<file path="src/core/flow_pkg.sv">
/*
 * constants shared by the program-flow and configuration block.
 * assumes a single instruction-cycle clock drives all users.
 */
`default_nettype none
package flow_pkg;
    localparam int          PC_W_MAX       = 11;
    localparam int          CFG_W          = 6;
    localparam logic [5:0]  CFG_RESET      = 6'h3f;
    localparam int          CFG_CLK_SRC    = 5;
    localparam int          CFG_EDGE       = 4;
    localparam int          CFG_PSA        = 3;
    localparam int          CFG_RATE_LO    = 0;
    localparam int          CFG_RATE_W     = 3;
    localparam int          PAGE_LO        = 9;
    localparam int          STATUS_PAGE_LO = 5;
    localparam int          PTR_ADDR_W     = 5;
    localparam logic [6:0]  INDIRECT_ADDR  = 7'h00;
    localparam logic [7:0]  INDIRECT_ZERO  = 8'h00;
    typedef enum logic [2:0] {
        OP_SEQ    = 3'b000,
        OP_JUMP   = 3'b001,
        OP_CALL   = 3'b010,
        OP_RETURN = 3'b011,
        OP_PCL_WR = 3'b100,
        OP_OPTION = 3'b101
    } flow_op_e;
endpackage
`default_nettype wire

</file>
<file path="src/core/return_stack.sv">
/*
 * two-level return stack.
 * assumes push and pop are never asserted together.
 */
`default_nettype none
module return_stack #(
    parameter int W = 11
) (
    input  wire logic         i_clk,
    input  wire logic         i_rst_n,
    input  wire logic         i_push,
    input  wire logic         i_pop,
    input  wire logic [W-1:0] i_push_val,
    output logic      [W-1:0] o_top
);
    logic [W-1:0] lvl_q [2];

    always_ff @(posedge i_clk or negedge i_rst_n) begin
        if (!i_rst_n) begin
            lvl_q[0] <= '0;
            lvl_q[1] <= '0;
        end else if (i_push) begin
            lvl_q[1] <= lvl_q[0];
            lvl_q[0] <= i_push_val;
        end else if (i_pop) begin
            lvl_q[0] <= lvl_q[1];
        end
    end

    assign o_top = lvl_q[0];
endmodule // return_stack
`default_nettype wire

</file>
<file path="src/core/pc_stack_option_indirect.sv">
/*
 * program counter, return stack, option register and indirect addressing
 * of a small 8-bit core. assumes the execution logic presents one
 * operation per instruction cycle, on the same clock.
 */
`default_nettype none
module pc_stack_option_indirect
    import flow_pkg::*;
#(
    parameter int PC_W = flow_pkg::PC_W_MAX
) (
    input  wire logic                      i_ref_clk,
    input  wire logic                      i_arst_n,
    input  wire flow_pkg::flow_op_e        i_op,
    input  wire logic [8:0]                i_insn_addr,
    input  wire logic [7:0]                i_pcl_value,
    input  wire logic [7:0]                i_w_value,
    input  wire logic [7:0]                i_literal,
    input  wire logic [7:0]                i_status,
    input  wire logic [6:0]                i_file_addr,
    input  wire logic                      i_file_wr,
    input  wire logic [6:0]                i_pointer,
    input  wire logic [7:0]                i_file_rdata,
    output logic      [PC_W-1:0]           o_pc,
    output logic      [7:0]                o_pc_low_latch,
    output logic                           o_timer_clock_source_sel,
    output logic                           o_timer_edge_sel,
    output logic                           o_prescaler_assign,
    output logic      [2:0]                o_prescaler_rate,
    output logic      [8:0]                o_timer_div,
    output logic      [7:0]                o_watchdog_div,
    output logic                           o_w_load,
    output logic      [7:0]                o_w_value,
    output logic      [6:0]                o_eff_addr,
    output logic                           o_eff_wr,
    output logic      [7:0]                o_ind_rdata
);
    import flow_pkg::*;

    logic            rst_s1_q;
    logic            rst_n_q;
    logic [PC_W-1:0] pc_q;
    logic [PC_W-1:0] pc_d;
    logic [CFG_W-1:0] cfg_q;
    logic [8:0]      timer_div_q;
    logic [7:0]      wdog_div_q;
    logic            w_load_q;
    logic [7:0]      w_val_q;
    logic [6:0]      eff_addr_q;
    logic            eff_wr_q;
    logic [7:0]      ind_rdata_q;
    logic [PC_W-1:0] stack_top;
    logic [PC_W-1:0] pc_inc;
    logic [PC_W-1:0] page_bits;
    logic            is_ind;
    logic            ptr_zero;
    logic            self_write;
    logic [6:0]      eff_addr_d;

    always_ff @(posedge i_ref_clk or negedge i_arst_n) begin
        if (!i_arst_n) begin
            rst_s1_q <= 1'b0;
            rst_n_q  <= 1'b0;
        end else begin
            rst_s1_q <= 1'b1;
            rst_n_q  <= rst_s1_q;
        end
    end

    return_stack #(
        .W (PC_W)
    ) u_stack (
        .i_clk      (i_ref_clk),
        .i_rst_n    (rst_n_q),
        .i_push     (i_op == OP_CALL),
        .i_pop      (i_op == OP_RETURN),
        .i_push_val (pc_inc),
        .o_top      (stack_top)
    );

    // natural wrap carries into the page bits
    assign pc_inc = pc_q + PC_W'(1);

    // page bits 9 and up from status; parts with a 9-bit pc ignore them
    // the status owner clears them on reset, so page 0 is preselected
    generate
        if (PC_W > PAGE_LO) begin : g_paged
            assign page_bits = PC_W'({i_status[STATUS_PAGE_LO +: PC_W-PAGE_LO],
                                      9'h000});
        end else begin : g_flat
            assign page_bits = '0;
        end
    endgenerate

    always_comb begin
        pc_d = pc_inc;
        case (i_op)
            OP_JUMP:   pc_d = page_bits | PC_W'(i_insn_addr);
            OP_CALL:   pc_d = page_bits | PC_W'({1'b0, i_insn_addr[7:0]});
            OP_PCL_WR: pc_d = page_bits | PC_W'({1'b0, i_pcl_value});
            OP_RETURN: pc_d = stack_top;
            default:   pc_d = pc_inc;
        endcase
    end

    always_ff @(posedge i_ref_clk or negedge rst_n_q) begin
        if (!rst_n_q) begin
            pc_q <= '1;
        end else begin
            pc_q <= pc_d;
        end
    end

    always_ff @(posedge i_ref_clk or negedge rst_n_q) begin
        if (!rst_n_q) begin
            cfg_q       <= CFG_RESET;
            timer_div_q <= 9'(9'h002 << CFG_RESET[CFG_RATE_LO +: CFG_RATE_W]);
            wdog_div_q  <= 8'(8'h01 << CFG_RESET[CFG_RATE_LO +: CFG_RATE_W]);
        end else if (i_op == OP_OPTION) begin
            cfg_q       <= i_w_value[CFG_W-1:0];
            timer_div_q <= 9'(9'h002 << i_w_value[CFG_RATE_LO +: CFG_RATE_W]);
            wdog_div_q  <= 8'(8'h01 << i_w_value[CFG_RATE_LO +: CFG_RATE_W]);
        end
    end

    always_ff @(posedge i_ref_clk or negedge rst_n_q) begin
        if (!rst_n_q) begin
            w_load_q <= 1'b0;
            w_val_q  <= 8'h00;
        end else begin
            w_load_q <= (i_op == OP_RETURN);
            w_val_q  <= i_literal;
        end
    end

    // indirect port resolution
    assign is_ind     = (i_file_addr == INDIRECT_ADDR);
    assign ptr_zero   = (i_pointer == INDIRECT_ADDR);
    assign self_write = is_ind && ptr_zero;
    assign eff_addr_d = is_ind ? {i_pointer[6:PTR_ADDR_W],
                                  i_pointer[PTR_ADDR_W-1:0]} : i_file_addr;

    always_ff @(posedge i_ref_clk or negedge rst_n_q) begin
        if (!rst_n_q) begin
            eff_addr_q  <= 7'h00;
            eff_wr_q    <= 1'b0;
            ind_rdata_q <= 8'h00;
        end else begin
            eff_addr_q  <= eff_addr_d;
            eff_wr_q    <= i_file_wr && !self_write;
            ind_rdata_q <= self_write || (is_ind && ptr_zero) ?
                           INDIRECT_ZERO : i_file_rdata;
        end
    end

    // the pc low latch reads pc bits 7..0 directly
    assign o_pc_low_latch = pc_q[7:0];
    assign o_pc           = pc_q;
    assign o_timer_clock_source_sel = cfg_q[CFG_CLK_SRC];
    assign o_timer_edge_sel         = cfg_q[CFG_EDGE];
    assign o_prescaler_assign       = cfg_q[CFG_PSA];
    assign o_prescaler_rate         = cfg_q[CFG_RATE_LO +: CFG_RATE_W];
    // one-hot divide ratios, registered alongside the rate bits
    assign o_timer_div    = timer_div_q;
    assign o_watchdog_div = wdog_div_q;
    assign o_w_load       = w_load_q;
    assign o_w_value      = w_val_q;
    assign o_eff_addr     = eff_addr_q;
    assign o_eff_wr       = eff_wr_q;
    assign o_ind_rdata    = ind_rdata_q;
    // the option register has no read path; bits 7..6 are absent
endmodule // pc_stack_option_indirect
`default_nettype wire

</file>
<file path="config.mk">
export PLATFORM = sky130hd
export DESIGN_NAME = pc_stack_option_indirect
export DESIGN_NICKNAME = d
export VERILOG_FILES = /design/src/core/flow_pkg.sv /design/src/core/return_stack.sv /design/src/core/pc_stack_option_indirect.sv
export SDC_FILE = /design/constraint.sdc
export NUM_CORES = 1
export LEC_CHECK = 0
export ABC_AREA = 1
export BUFFER_PORTS_ARGS = -buffer_cell sky130_fd_sc_hd__buf_2
export CORE_MARGIN = 1.5
export CORE_UTILIZATION = 52
export DETAILED_ROUTE_END_ITERATION = 8
export PLACE_DENSITY = 0.85
export SETUP_SLACK_MARGIN = 0.4
export SYNTH_ARGS = -nofsm -noshare
export SYNTH_HDL_FRONTEND = slang
export SYNTH_SLANG_ARGS = --single-unit
</file>
<file path="constraint.sdc">
create_clock -name i_ref_clk -period 5.3 [get_ports i_ref_clk]
set_input_delay 1.06 -clock i_ref_clk [delete_from_list [all_inputs] [get_ports i_ref_clk]]
set_output_delay 1.06 -clock i_ref_clk [all_outputs]
set_load 0.05 [all_outputs]
</file>
==> metrics.txt <==
status=completed; Die ar.=0.00692 mm2; Power Density=400 mW/mm2; clock power share=0.291; Setup crit end kind=flop; Routed Antenna Nets=0; Cell Area, Synth=0.00334 mm2; via-per-instance ratio=4.93; CTS buffer count=9; relative slew slack=0.508; first-pass GRT wire length=12500 um; Worst VDD drop=0.258 mV; # rows=29; total congestion overflow=0; Fmax achieved=428 MHz; crit path launch type=input pin; DR WL/cell=12.9 um; Post-Synthesis Net Count=451; Clock Path Buffers=2; Post-synth ARST share=1.00; worst-path fanout max=21; clock skew=0.0100 ns; top post-synthesis cells by count=nand2_1, dfrtp_1, inv_1; Mapped Cells=381; Clock Latency Late Sink=0.34 ns; pin slew with the least headroom to its limit=0.736 ns; syn_area_per_cell=8.77 um2; min cycle time layout=2.33 ns; yosys warns=0; unrepaired setup endpoints after global routing=false; setup_tns=0 ns; main flop type after synthesis=dfrtp_1; # Post-CTS Setup Buffers=0; drt drc=0; pin count of the biggest net entering global routing=43; Starting DRT DRC Count=188; DP Wirelength=5610 um; Worst Path Required=5.55 ns; routability cong.=0.869; fraction of layout cells with a size suffix above 1=0.342; Sinks on Clock Net=74; CTS tree=built; Leak Pwr=0.00216 uW; max-cap viol count=0; Worst Path Arrival=2.58 ns; Vias=2830; Initial Utilization=0.532; chip height=83.2 um; Root Driver=clkbuf_8; Sw Share=0.361; Post-synth EDFFs=0; synth top area cells=dfrtp_1, dfstp_2, nand2_1; Filler Cells Inserted=505; DIE WIDTH=83.2 um; post-synth cell types=29; Worst-path clk slew=0.08 ns; Crit Path Class=in2reg; combinational share of power=0.273; top-count cell post-synth=nand2_1; Final #Nets=562; sequential share of the synthesized area=0.561; final critical-path share of the clock period=0.440; Final Hold Viols=0; antenna diode count=0; CTS resizes=0; core area=0.00628 mm2; I/O Pins=136; area delta synth->final=23.0%; final wirelength=7410 um; internal power=1050 uW; cell taking the most area after synthesis=dfrtp_1; hold buffer count at CTS=0; Post-Route Utilization=0.655; vias in the first global route=2764; Flop pwr share=0.436; NetSw=593 uW; H-tree lvl count=3; Tot GR Track Use=0.227; Min-Delay Path Class=reg2async; initial antenna violation count=0; post-synthesis register bit count=74; Final setup viols=0; First-pass DRT Iterations=4; PortBufs=126; Slew Limit Fails=0; area share of the largest cell type after synthesis=0.419
sequential cells by signal, summed over array words and instances (netlist names):
| register | count |
|---|---|
| o_w_load | 1 |
| o_eff_wr | 1 |
| o_eff_addr | 7 |
| o_timer_div | 8 |
| o_w_value | 8 |
| cfg_q | 6 |
| u_stack.o_top | 11 |
| rst_s1_q | 1 |
| rst_n_q | 1 |
| o_pc | 11 |
| o_ind_rdata | 8 |
| u_stack.lvl_q | 11 |
worst paths after layout:
check | startpoint | endpoint | slack (ns) | depth (start not counted)
max | i_op[2] | o_timer_div[7] | 2.97 | 5
min | rst_n_q | o_w_value[7] | 0.29 | 0
max reg2reg | o_pc[0] | u_stack.o_top[10] | 3.73 | 6
min reg2reg | rst_n_q | o_w_value[7] | 0.29 | 0
max in group asynchronous | rst_n_q | o_pc[6] | 4.03 | 1
min in group i_ref_clk | rst_s1_q | rst_n_q | 0.36 | 0
power groups by stage:
stage | Combinational [uW] | Clock (uW) | Sequential (uW)
5_1_grt | 482 | 513 | 729
3_3_place_gp | 440 | 0 | 719
2_1_floorplan | 221 | 0 | 862
3_5_place_dp | 449 | 0 | 724
4_1_cts | 451 | 487 | 716
6_report | 449 | 478 | 716
routing by layer:
metal  vias to the layer above  track usage  share of wire
li1                       1404            -              -
met1                      1289        0.270           0.41
met2                       125        0.375           0.49
met3                        12       0.0865          0.086
met4                         0       0.0833          0.017
met5                         -            0              0
cells in the final DEF, fill, tap and decap left out:
| cell type | n |
|---|---|
| buf_2 | 126 |
| nand2_1 | 105 |
| dfrtp_1 | 55 |
| inv_1 | 47 |
| o21ai_0 | 36 |
| nand3_1 | 32 |
| nor2_1 | 18 |
| dfstp_2 | 18 |
| a21boi_0 | 10 |
| clkbuf_8 | 10 |
| o21bai_1 | 4 |
| a21oi_1 | 4 |
| o31ai_1 | 4 |
| inv_2 | 2 |
| nand2_2 | 2 |
| nor2_2 | 2 |
| xor2_1 | 2 |
| a22oi_1 | 2 |
| conb_1 | 2 |
| clkinv_2 | 2 |
| bufinv_16 | 2 |
| nor2_4 | 1 |
| nand4_1 | 1 |
| nand3_2 | 1 |
| nand2_4 | 1 |
| nand3b_1 | 1 |
| xnor2_1 | 1 |
| o211ai_1 | 1 |
| ha_1 | 1 |
| clkinvlp_4 | 1 |
| clkbuf_1 | 1 |
| buf_4 | 1 |
| dfrtp_2 | 1 |
metrics by stage:
step                worst slack [ns]  hold slack [ns]  area (um2)  power [uW]  instances
floorplan                       3.12            0.331        3340        1080        381
global placement                2.72            0.311        3890        1160        558
detailed placement              2.63            0.318        3890        1170        558
CTS                             2.97            0.325        4110        1650        574
global route                    2.81            0.372        4110        1720        574
finish                          2.97            0.292        4110        1640        574
logic make-up (layout without fill, tap and decap cells):
| kind of cell | after synthesis | count (layout) | share of synthesized area |
|---|---|---|---|
| AO/OA/AOI/OAI | 61 | 61 | 0.107 |
| XOR/XNOR | 3 | 3 | 0.00786 |
| adder cells (fa/ha/maj) | 1 | 1 | 0.00374 |
| buffers and inverters | 76 | 192 | 0.111 |
| flip-flops | 74 | 74 | 0.561 |
| other | 2 | 2 | 0.00225 |
| AND/OR/NAND/NOR | 164 | 164 | 0.207 |
critical path, cell delays in order:
cell,delay (ns)
buf_2,0.24
nand3_1,0.58
inv_1,0.31
nand2_1,0.17
o21ai_0,0.22
layout make-up:
class / instances / area [um2] / area share
sequential: 74 / 1880 / 0.456
multi-input combinational: 231 / 1100 / 0.267
timing repair buffer: 127 / 638 / 0.155
inverter: 49 / 184 / 0.0447
clock buffer: 11 / 141 / 0.0344
tap: 77 / 96.3 / 0.0234
clock inverter: 5 / 77.6 / 0.0189
Note: power is estimated with default switching activity, not from simulation.
